**src/hdl/asr_defs.svh**
```systemverilog
// constants for the asynchronous serial channel: end of transmit, receive path
// assumes inclusion by asr_pkg and asr_top only
//
// How it works
// software waits tx_shifting 0 before disabling
// last frame done: irq, both tx flags 0
// queued data: irq clears tx_buf_full, shifting stays
// software sets unit_power_on, then rx_allow
// falling edge starts; start confirmed mid-bit
// rx_allow 0: idle, buffer kept, no irqs
// receiver sampled by its rate_gen serial clock
// stop bit: rx_done_irq and holding buffer load
// overrun: flag set, frame dropped, irq
// parity/framing error: frame still stored, irq
// rx_allow cleared mid-frame aborts silently
// receiver checks only one stop bit
// fault_irq_merge picks fault or done irq
// reading rx_fault_reg clears all flags
// parity, framing and overrun causes
// even parity generation and check
// odd parity generation and check
// zero parity: send 0, never check
// no parity: no bit, no check
// two equal base_tick samples change input
// separate 8-bit tx and rx dividers
// software reads holding buffer every frame
// frames go least significant bit first
// base_tick only while unit_power_on
`ifndef ASR_DEFS_SVH
`define ASR_DEFS_SVH

`define ASR_PAR_NONE 2'h0
`define ASR_PAR_ZERO 2'h1
`define ASR_PAR_ODD 2'h2
`define ASR_PAR_EVEN 2'h3
`define ASR_PRE_W 10
`define ASR_PRE_ZERO 10'h000
`define ASR_PRE_ALL 10'h3FF
`define ASR_PRE_ONE 10'h001
`define ASR_SEL_MAX 4'hA
`define ASR_DIV_W 8
`define ASR_DIV_ZERO 8'h00
`define ASR_DIV_ONE 8'h01
`define ASR_LAST_BIT8 3'h7
`define ASR_LAST_BIT7 3'h6
`define ASR_FIFO_FULL 2'h2
`define ASR_BYTE_ZERO 8'h00

`endif

```
**src/hdl/asr_pkg.sv**
```systemverilog
// types shared by the serial channel
// assumes asr_defs.svh is on the include path
`include "asr_defs.svh"

package asr_pkg;
    // parity kinds of the mode register
    typedef enum logic [1:0] {
        ASR_PAR_NONE_E = `ASR_PAR_NONE,
        ASR_PAR_ZERO_E = `ASR_PAR_ZERO,
        ASR_PAR_ODD_E = `ASR_PAR_ODD,
        ASR_PAR_EVEN_E = `ASR_PAR_EVEN
    } asr_parity_e;

    // serial frame phases, shared by both directions
    typedef enum logic [2:0] {
        ASR_IDLE = 3'b000,
        ASR_START = 3'b001,
        ASR_DATA = 3'b010,
        ASR_PARITY = 3'b011,
        ASR_STOP = 3'b100
    } asr_state_e;

    // mode register fields
    typedef struct packed {
        asr_parity_e parity_mode; // parity kind
        logic char8;              // 1: 8 data bits, 0: 7
        logic stop2;              // transmit two stop bits
        logic fault_irq_merge;    // 1: errors on rx_done_irq
    } asr_mode_s;

    // transmit status
    typedef struct packed {
        logic tx_buf_full; // holding buffer occupied
        logic tx_shifting; // frame on the line
    } asr_tx_state_s;

    // receive error flags
    typedef struct packed {
        logic overrun_flag;
        logic parity_fault_flag;
        logic frame_fault_flag;
    } asr_fault_s;
endpackage

```
**src/hdl/asr_top.sv**
```systemverilog
// serial channel: prescaler, split rate generator, transmitter, receiver, holding buffer
// assumes control bits are driven from the same clock and serial_in is asynchronous
`include "asr_defs.svh"
module asr_top
    import asr_pkg::*;
(
    input wire logic i_clock,                       // main clock, 20 MHz
    input wire logic i_resetn,                      // synchronous reset, low active
    input wire logic i_unit_power_on,               // channel power
    input wire logic i_tx_allow,                    // transmit enable
    input wire logic i_rx_allow,                    // receive enable
    input wire asr_mode_s i_mode_reg,               // frame format
    input wire logic [3:0] i_clk_sel,               // base clock divide select
    input wire logic [`ASR_DIV_W-1:0] i_tx_div,     // transmit divisor k
    input wire logic [`ASR_DIV_W-1:0] i_rx_div,     // receive divisor k
    input wire logic i_tx_valid,                    // write of tx_holding_buf
    input wire logic [7:0] i_tx_data,               // byte to send
    output logic o_tx_ready,                        // holding buffer may be written
    output asr_tx_state_s o_tx_state_reg,           // tx_buf_full, tx_shifting
    output logic o_tx_done_irq,                     // transmit done pulse
    output logic o_serial_out,                      // serial line out
    input wire logic i_serial_in,                   // serial line in
    output logic o_rx_valid,                        // rx_holding_buf has a byte
    output logic [7:0] o_rx_data,                   // oldest received byte
    input wire logic i_rx_ready,                    // read of rx_holding_buf
    output logic o_rx_done_irq,                     // receive done pulse
    output logic o_rx_fault_irq,                    // receive error pulse
    input wire logic i_fault_read,                  // read of rx_fault_reg
    output asr_fault_s o_rx_fault_reg               // error flags
);
    logic [`ASR_PRE_W-1:0] pre_cnt, next_pre_cnt, pre_mask; // prescaler
    logic base_tick;                                 // base clock enable
    logic sync1, sync2, sync3, pin, next_pin;        // pin synchroniser
    logic samp, next_samp, filt, next_filt, filt_prev; // noise filter
    asr_state_e tx_state, next_tx_state;             // transmit phase
    logic [`ASR_DIV_W-1:0] tx_cnt, next_tx_cnt;      // tx divider
    logic tx_ph, next_tx_ph, tx_half;                // tx half-bit phase
    logic [7:0] tx_buf, next_tx_buf, tx_sh, next_tx_sh; // holding and shift
    logic [2:0] tx_bits, next_tx_bits;               // data bit index
    logic tx_par, next_tx_par, tx_stop_n, next_tx_stop_n;
    logic next_serial_out, next_tx_done_irq, tx_wr, tx_on, tx_par_gen;
    asr_tx_state_s next_tx_state_reg;                // tx flags
    asr_state_e rx_state, next_rx_state;             // receive phase
    logic [`ASR_DIV_W-1:0] rx_cnt, next_rx_cnt;      // rx divider
    logic rx_ph, next_rx_ph, rx_half, rx_on;         // rx half-bit phase
    logic [7:0] rx_sh, next_rx_sh;                   // receive shift register
    logic [2:0] rx_bits, next_rx_bits;
    logic rx_acc, next_rx_acc;                       // running parity
    logic rx_pe, next_rx_pe, rx_push;                // parity error of frame
    logic next_rx_done_irq, next_rx_fault_irq;
    asr_fault_s flag_set, next_fault;                // fault flag updates
    logic [7:0] mem [0:1], next_mem [0:1];           // rx_holding_buf entries
    logic wp, next_wp, rp, next_rp, pop;             // buffer pointers
    logic [1:0] fcnt, next_fcnt;                     // buffer fill
    logic [2:0] last_bit;                            // final data bit index
    assign last_bit = i_mode_reg.char8 ? `ASR_LAST_BIT8 : `ASR_LAST_BIT7;
    // prescaler: base_tick every 2^sel clocks, sel above 10 acting as 10, held off with the unit
    always_comb begin
        if (i_clk_sel > `ASR_SEL_MAX) begin
            pre_mask = `ASR_PRE_ALL;
        end else begin
            pre_mask = (`ASR_PRE_ONE << i_clk_sel) - `ASR_PRE_ONE;
        end
        next_pre_cnt = i_unit_power_on ? pre_cnt + `ASR_PRE_ONE : `ASR_PRE_ZERO;
        base_tick = i_unit_power_on && ((pre_cnt & pre_mask) == `ASR_PRE_ZERO);
    end
    always_ff @(posedge i_clock) begin
        if (!i_resetn) pre_cnt <= `ASR_PRE_ZERO;
        else pre_cnt <= next_pre_cnt;
    end
    // pin synchroniser and two-sample noise filter on base_tick
    always_comb begin
        next_pin = (sync2 == sync3) ? sync3 : pin;
        next_samp = base_tick ? pin : samp;
        next_filt = (base_tick && pin == samp) ? pin : filt;
    end
    always_ff @(posedge i_clock) begin
        if (!i_resetn) begin
            {sync1, sync2, sync3, pin, samp, filt, filt_prev} <= 7'h7F; // idle high, no false edge
        end else begin
            {sync1, sync2, sync3} <= {i_serial_in, sync1, sync2}; // three-stage synchroniser
            {pin, samp, filt, filt_prev} <= {next_pin, next_samp, next_filt, filt};
        end
    end
    // transmitter: own divider, frame sequencer, holding buffer
    assign tx_on = i_unit_power_on && i_tx_allow;
    assign o_tx_ready = tx_on && !o_tx_state_reg.tx_buf_full;
    assign tx_wr = i_tx_valid && o_tx_ready;
    assign tx_half = base_tick && (tx_cnt == i_tx_div - `ASR_DIV_ONE);
    always_comb begin
        next_tx_state = tx_state;
        next_tx_cnt = tx_cnt;
        next_tx_ph = tx_ph;
        next_tx_buf = tx_wr ? i_tx_data : tx_buf;
        next_tx_sh = tx_sh;
        next_tx_bits = tx_bits;
        next_tx_par = tx_par;
        next_tx_stop_n = tx_stop_n;
        next_tx_state_reg = o_tx_state_reg;
        next_tx_done_irq = 1'b0;
        if (tx_wr) next_tx_state_reg.tx_buf_full = 1'b1;
        case (i_mode_reg.parity_mode) // parity bit from the byte about to load
            ASR_PAR_EVEN_E: tx_par_gen = ^(tx_buf & {i_mode_reg.char8, 7'h7F});
            ASR_PAR_ODD_E: tx_par_gen = ~^(tx_buf & {i_mode_reg.char8, 7'h7F});
            default: tx_par_gen = 1'b0;
        endcase
        if (tx_state != ASR_IDLE && base_tick) begin
            next_tx_cnt = tx_half ? `ASR_DIV_ZERO : tx_cnt + `ASR_DIV_ONE;
        end
        if (tx_state == ASR_IDLE) begin
            if (o_tx_state_reg.tx_buf_full) begin
                next_tx_sh = tx_buf;
                next_tx_par = tx_par_gen;
                next_tx_state_reg = '{tx_buf_full: 1'b0, tx_shifting: 1'b1};
                next_tx_state = ASR_START;
                next_tx_cnt = `ASR_DIV_ZERO;
                next_tx_ph = 1'b0;
            end
        end else if (tx_half) begin
            next_tx_ph = !tx_ph;
            if (tx_ph) begin
                case (tx_state)
                    ASR_START: begin
                        next_tx_state = ASR_DATA;
                        next_tx_bits = 3'h0;
                    end
                    ASR_DATA: begin
                        next_tx_sh = {1'b0, tx_sh[7:1]};
                        next_tx_bits = tx_bits + 3'h1;
                        if (tx_bits == last_bit) begin
                            next_tx_state = (i_mode_reg.parity_mode == ASR_PAR_NONE_E) ? ASR_STOP : ASR_PARITY;
                            next_tx_stop_n = 1'b0;
                        end
                    end
                    ASR_PARITY: next_tx_state = ASR_STOP;
                    default: begin
                        if (i_mode_reg.stop2 && !tx_stop_n) begin
                            next_tx_stop_n = 1'b1;
                        end else begin
                            next_tx_done_irq = 1'b1;
                            if (o_tx_state_reg.tx_buf_full) begin
                                // queued byte moves on: buffer frees, still shifting
                                next_tx_sh = tx_buf;
                                next_tx_par = tx_par_gen;
                                next_tx_state_reg.tx_buf_full = 1'b0;
                                next_tx_state = ASR_START;
                            end else begin
                                // last frame: both flags drop with the irq
                                next_tx_state_reg.tx_shifting = 1'b0;
                                next_tx_state = ASR_IDLE;
                            end
                        end
                    end
                endcase
            end
        end
        case (next_tx_state)
            ASR_START: next_serial_out = 1'b0;
            ASR_DATA: next_serial_out = next_tx_sh[0];
            ASR_PARITY: next_serial_out = next_tx_par;
            default: next_serial_out = 1'b1;
        endcase
    end
    always_ff @(posedge i_clock) begin
        if (!i_resetn || !tx_on) begin
            // disabling reinitialises the transmitter
            tx_state <= ASR_IDLE;
            tx_cnt <= `ASR_DIV_ZERO;
            tx_ph <= 1'b0;
            tx_buf <= `ASR_BYTE_ZERO;
            tx_sh <= `ASR_BYTE_ZERO;
            tx_bits <= 3'h0;
            tx_par <= 1'b0;
            tx_stop_n <= 1'b0;
            o_tx_state_reg <= '0;
            o_tx_done_irq <= 1'b0;
            o_serial_out <= 1'b1;
        end else begin
            tx_state <= next_tx_state;
            tx_cnt <= next_tx_cnt;
            tx_ph <= next_tx_ph;
            tx_buf <= next_tx_buf;
            tx_sh <= next_tx_sh;
            tx_bits <= next_tx_bits;
            tx_par <= next_tx_par;
            tx_stop_n <= next_tx_stop_n;
            o_tx_state_reg <= next_tx_state_reg;
            o_tx_done_irq <= next_tx_done_irq;
            o_serial_out <= next_serial_out;
        end
    end
    // receiver: own divider clocks the sampling of the filtered input
    assign rx_on = i_unit_power_on && i_rx_allow;
    assign rx_half = base_tick && (rx_cnt == i_rx_div - `ASR_DIV_ONE);
    assign pop = o_rx_valid && i_rx_ready;
    always_comb begin
        next_rx_state = rx_state;
        next_rx_cnt = rx_cnt;
        next_rx_ph = rx_ph;
        next_rx_sh = rx_sh;
        next_rx_bits = rx_bits;
        next_rx_acc = rx_acc;
        next_rx_pe = rx_pe;
        next_rx_done_irq = 1'b0;
        next_rx_fault_irq = 1'b0;
        rx_push = 1'b0;
        flag_set = '0;
        if (rx_state != ASR_IDLE && base_tick) begin
            next_rx_cnt = rx_half ? `ASR_DIV_ZERO : rx_cnt + `ASR_DIV_ONE;
        end
        if (rx_state == ASR_IDLE) begin
            if (filt_prev && !filt) begin
                // falling edge: count half a bit to the start sample
                next_rx_state = ASR_START;
                next_rx_cnt = `ASR_DIV_ZERO;
                next_rx_ph = 1'b0;
            end
        end else if (rx_half) begin
            next_rx_ph = !rx_ph;
            case (rx_state)
                ASR_START: begin
                    next_rx_ph = 1'b0;
                    next_rx_bits = 3'h0;
                    next_rx_acc = 1'b0;
                    next_rx_pe = 1'b0;
                    next_rx_state = filt ? ASR_IDLE : ASR_DATA;
                end
                ASR_DATA: if (rx_ph) begin
                    next_rx_sh = {filt, rx_sh[7:1]};
                    next_rx_acc = rx_acc ^ filt;
                    next_rx_bits = rx_bits + 3'h1;
                    if (rx_bits == last_bit) begin
                        next_rx_state = (i_mode_reg.parity_mode == ASR_PAR_NONE_E) ? ASR_STOP : ASR_PARITY;
                    end
                end
                ASR_PARITY: if (rx_ph) begin
                    case (i_mode_reg.parity_mode)
                        ASR_PAR_EVEN_E: next_rx_pe = rx_acc ^ filt;
                        ASR_PAR_ODD_E: next_rx_pe = !(rx_acc ^ filt);
                        default: next_rx_pe = 1'b0;
                    endcase
                    next_rx_state = ASR_STOP;
                end
                default: if (rx_ph && rx_on) begin // disabled in the stop cycle: frame dropped
                    // single stop bit; a second one is just idle line
                    flag_set.frame_fault_flag = !filt;
                    flag_set.parity_fault_flag = rx_pe;
                    flag_set.overrun_flag = (fcnt == `ASR_FIFO_FULL) && !pop;
                    rx_push = !flag_set.overrun_flag;
                    if (flag_set != '0 && !i_mode_reg.fault_irq_merge) begin
                        next_rx_fault_irq = 1'b1;
                    end else begin
                        next_rx_done_irq = 1'b1;
                    end
                    next_rx_state = ASR_IDLE;
                end
            endcase
        end
        next_fault = (i_fault_read ? asr_fault_s'('0) : o_rx_fault_reg) | flag_set; // read clears, set wins
    end
    always_ff @(posedge i_clock) begin
        if (!i_resetn || !rx_on) begin
            // disabled: idle, frame dropped, no irq
            rx_state <= ASR_IDLE;
            rx_cnt <= `ASR_DIV_ZERO;
            rx_ph <= 1'b0;
            rx_sh <= `ASR_BYTE_ZERO;
            rx_bits <= 3'h0;
            rx_acc <= 1'b0;
            rx_pe <= 1'b0;
            o_rx_done_irq <= 1'b0;
            o_rx_fault_irq <= 1'b0;
        end else begin
            rx_state <= next_rx_state;
            rx_cnt <= next_rx_cnt;
            rx_ph <= next_rx_ph;
            rx_sh <= next_rx_sh;
            rx_bits <= next_rx_bits;
            rx_acc <= next_rx_acc;
            rx_pe <= next_rx_pe;
            o_rx_done_irq <= next_rx_done_irq;
            o_rx_fault_irq <= next_rx_fault_irq;
        end
    end
    // rx_holding_buf: two entries, a third frame while the reader stalls is dropped as overrun
    always_comb begin
        next_mem = mem;
        next_wp = wp;
        next_rp = rp;
        if (rx_push) begin
            next_mem[wp] = i_mode_reg.char8 ? next_rx_sh : {1'b0, next_rx_sh[7:1]};
            next_wp = !wp;
        end
        if (pop) next_rp = !rp;
        next_fcnt = fcnt + {1'b0, rx_push} - {1'b0, pop};
    end
    always_ff @(posedge i_clock) begin
        if (!i_resetn) begin
            mem[0] <= `ASR_BYTE_ZERO;
            mem[1] <= `ASR_BYTE_ZERO;
            wp <= 1'b0;
            rp <= 1'b0;
            fcnt <= 2'h0;
            o_rx_fault_reg <= '0;
        end else begin
            mem <= next_mem;
            wp <= next_wp;
            rp <= next_rp;
            fcnt <= next_fcnt;
            o_rx_fault_reg <= next_fault;
        end
    end
    assign o_rx_valid = (fcnt != 2'h0);
    assign o_rx_data = mem[rp];
endmodule

```
**config.mk**
```make
export PLATFORM = sky130hd
export DESIGN_NAME = asr_top
export DESIGN_NICKNAME = d
export VERILOG_FILES = /design/src/hdl/asr_pkg.sv /design/src/hdl/asr_top.sv
export VERILOG_INCLUDE_DIRS = /design/src /design/src/hdl
export SDC_FILE = /design/constraint.sdc
export NUM_CORES = 1
export LEC_CHECK = 0
export BUFFER_PORTS_ARGS = -buffer_cell sky130_fd_sc_hd__buf_2
export CAP_MARGIN = 10
export CORE_MARGIN = 3
export CORE_UTILIZATION = 45
export DETAILED_ROUTE_END_ITERATION = 8
export GPL_TIMING_DRIVEN = 0
export PLACE_DENSITY = 0.72
export SLEW_MARGIN = 15
export SYNTH_ARGS = -nofsm -noshare
export SYNTH_HDL_FRONTEND = slang
export SYNTH_SLANG_ARGS = --single-unit
```
**constraint.sdc**
```tcl
create_clock -name i_clock -period 3.9 [get_ports i_clock]
set_clock_uncertainty 0.2 [all_clocks]
set_input_delay 0 -clock i_clock [delete_from_list [all_inputs] [get_ports i_clock]]
set_output_delay 0 -clock i_clock [all_outputs]
set_load 0.05 [all_outputs]
```
==> flow_summary.rst <==
.. list-table::
   :header-rows: 1

   * - Metric
     - Value
   * - Proportion of synthesized area in mux cells
     - 0.07751
   * - Via count of the first global-routing pass
     - 4782
   * - First-pass GRT wire length
     - 23070 um
   * - Max-slew headroom
     - 0.3289
   * - Clock latency on the worst-skew pair
     - 0.35 ns
   * - Number of hold-slack violations in the final timing report
     - 0
   * - Layout area overhead
     - 18.37%
   * - Initial Util
     - 0.4679
   * - Remaining global-route overflow
     - 0
   * - Root buffer cell
     - clkbuf_16
   * - Total buffers and inverters traversed by the critical path
     - 0
   * - Arrival @ worst endpoint
     - 3.22 ns
   * - Core region area
     - 12210 um^2
   * - Maximum number of pins on one net before global-route repair
     - 17
   * - Initial antenna violation count
     - 0
   * - Clk slew on worst S/H paths
     - 0.07 ns
   * - Hpwl dp
     - 9968 um
   * - Registers with the most flip-flops
     - mem (16), pre_cnt (10)
   * - Leakage power figure
     - 2.504 nW
   * - Top-area cell type share of the netlist area
     - 0.3644
   * - Post-Route Setup TNS
     - 0 ns
   * - Total via count in the routed design
     - 5037
   * - Mean number of vias per cell
     - 5.376
   * - Worst slack on hold paths
     - 0.01855 ns
   * - Library cell with the largest summed area after synthesis
     - dfxtp_1
   * - Number of buffers inserted to repair setup after CTS
     - 0
   * - Maximum number of buffers from clock root to sink
     - 2
   * - Flip-flop count of the largest register after layout
     - 16
   * - Slew at the pin closest to its max-slew limit
     - 0.9989 ns
   * - CP cell instances
     - xor2_1 -> xnor2_1 -> nand4_1 -> a2111oi_4 -> nand4_1 -> nor3_4 -> nand2_1 -> o22ai_1
   * - CP top delay family
     - simple AND/OR/NAND/NOR gates
   * - Post-Synth XOR/XNOR Area
     - 0.08737
   * - Setup Crit Path Kind
     - reg -> reg
   * - DRC violations left
     - 0
   * - Fraction of registers with async set or reset after synthesis
     - 0
   * - Crit share post-route
     - 0.8063
   * - CTS tree
     - built
   * - Number of instances in the synthesized netlist
     - 670
   * - Mapped cell area
     - 5714 um^2
   * - Startpoint class of the critical path
     - register
   * - Longest individual stage delay on the worst path
     - 0.52 ns
   * - PwrDens
     - 314.2 nW/um^2
   * - Mean routed wirelength per cell
     - 14.63 um
   * - Die extent in y
     - 118.7 um
   * - Most frequent cells in the layout
     - dfxtp_1 (104), nor2_1 (78), nand2_1 (73)
   * - Setup repair after global routing missed its margin
     - false
   * - Sequential area share after synthesis
     - 0.3644
   * - Placement Setup Slack
     - 0.5047 ns
   * - Cell area after layout
     - 6764 um^2
   * - Port Buffers
     - 56
   * - Clock sink count
     - 104
   * - Layout cells sized above 1
     - 0.1560
   * - Row Count
     - 40
   * - Compound-cell area share of the yosys netlist
     - 0.1482
   * - Dominant combinational cell family by area after synthesis
     - simple AND/OR/NAND/NOR gates
   * - Worst IR drop on VDD
     - 0.1763 mV
   * - Number of buffers created by CTS
     - 9
   * - Setup slack of the worst register-to-register path
     - 0.76 ns
   * - PostCTS Resize Cnt
     - 0
   * - Final min period
     - 3.145 ns
   * - Net count of the finished layout
     - 818
   * - Maximum Capacitance Violations
     - 0
   * - 1st-iter DRT viols
     - 262
   * - Number of nets with antenna violations after routing
     - 0
   * - Setup violations, final
     - 0
   * - Most common cell after layout, fill and taps aside
     - dfxtp_1
   * - Fmax
     - 318.0 MHz
   * - Cell at the slowest stage of the critical path
     - a2111oi_4
   * - Design Power
     - 2.125 mW
   * - Largest reg by FF count
     - mem
   * - Number of search-and-repair iterations in the first detailed-routing pass
     - 5
   * - Number of primary I/O pins
     - 61
   * - Post-Synth Adder-Cell Area
     - 0.02190
   * - Placer congestion estimate
     - 0.9142
   * - Run status
     - finished clean
   * - Worst hold-check path type
     - in -> reg
   * - Syn Area/Cell
     - 8.529 um^2
   * - Total inserted antenna cells
     - 0
   * - Post-synthesis net count
     - 722
   * - Number of hold-repair buffers added at the cts stage
     - 29
   * - Horizontal die dimension
     - 118.7 um
   * - Crit path top cell by count
     - nand4_1
   * - Crit path capture type
     - register
   * - Yosys cell types
     - 73
   * - Total GRT Usage
     - 0.1953
   * - Number of synthesized register bits
     - 104
   * - Critical path fanouts, max
     - 10
   * - Cell types with the largest area share after synthesis
     - dfxtp_1 (36%), nor2_1 (5.1%), xnor2_1 (5.1%)
   * - Synth warnings
     - 0
   * - Share of the core filled with cells
     - 0.5539
   * - Full die area
     - 14090 um^2
   * - Pins over their slew limit
     - 0
   * - Routed Wire Length
     - 13710 um
   * - Number of enable flip-flop cells after synthesis
     - 0
   * - Basic-gate share of the synthesized area counting and, or, nand and nor cells
     - 0.2555
   * - Final std cells w/o fill
     - 937
   * - Worst path setup slack after routing
     - 0.7553 ns
   * - Post-DP Area
     - 6205 um^2
   * - Critical path data required time
     - 3.97 ns
   * - Ys flop type
     - dfxtp_1
   * - H-tree depth
     - 3
   * - Count of placed standard cells including taps
     - 894
-- area by class of cell --
type	count	area, um^2
Fill cell	1120	5448
Multi-Input combinational cell	515	3374
Sequential cell	104	2082
Timing Repair Buffer	85	570.5
Clock buffer	10	239.0
Tap cell	168	210.2
Buffer	33	190.2
Inverter	18	67.56
Clock inverter	4	30.03
-- final timing paths --
kind,from,end,cells past startpoint
max reg2reg,rx_cnt[3],mem[13],8
min reg2reg,sync1,sync2,1
max,rx_cnt[3],mem[13],8
min,i_mode_reg[2],tx_stop_n,5
-- synthesized netlist by cell type, types with 3 or more instances --
library cell	number
ha_1	10
inv_1	18
o21a_1	6
a22oi_1	8
buf_2	3
clkbuf_1	22
or3_1	3
and3_1	9
o21bai_1	3
and2_1	11
nor2b_1	10
nand2_1	73
o211ai_1	3
dfxtp_1	104
nand4_1	11
xnor2_1	33
nor3b_1	7
nand2b_1	13
o22ai_1	18
o21ai_1	4
nor2_1	78
buf_6	3
mux2i_1	18
a21oi_1	28
clkbuf_8	3
a21boi_0	3
a22o_1	7
o21ai_0	16
mux2_2	22
nand3_1	21
xor2_1	24
nor3_1	24
nand3b_1	4
-- logic make-up after synthesis --
family / count (synthesis)
AO/OA/AOI/OAI: 121
XOR/XNOR: 57
flip-flops: 104
AND/OR/NAND/NOR: 286
adder cells (fa/ha/maj): 10
multiplexers: 41
buffers and inverters: 51
-- tightest hold or removal path: cells and delay by family --
kind	cells	cell delay, ns
XOR/XNOR	1	0.07
AO/OA/AOI/OAI	2	0.21
AND/OR/NAND/NOR	1	0.14
buffers and inverters	1	0.12
-- layer usage --
| metal | part of all wire | GRT usage |
|---|---|---|
| met1 | 0.47 | 0.2683 |
| met2 | 0.46 | 0.3140 |
| met3 | 0.050 | 0.03254 |
| met4 | 0.016 | 0.06010 |
| met5 | 0 | 0 |
-- where the power goes --
part           switching, mW  internal, mW
clock                  0.398         0.446
combinational          0.120        0.0868
sequential           0.00574          1.07
No activity file was read; power rests on OpenSTA's default activity.
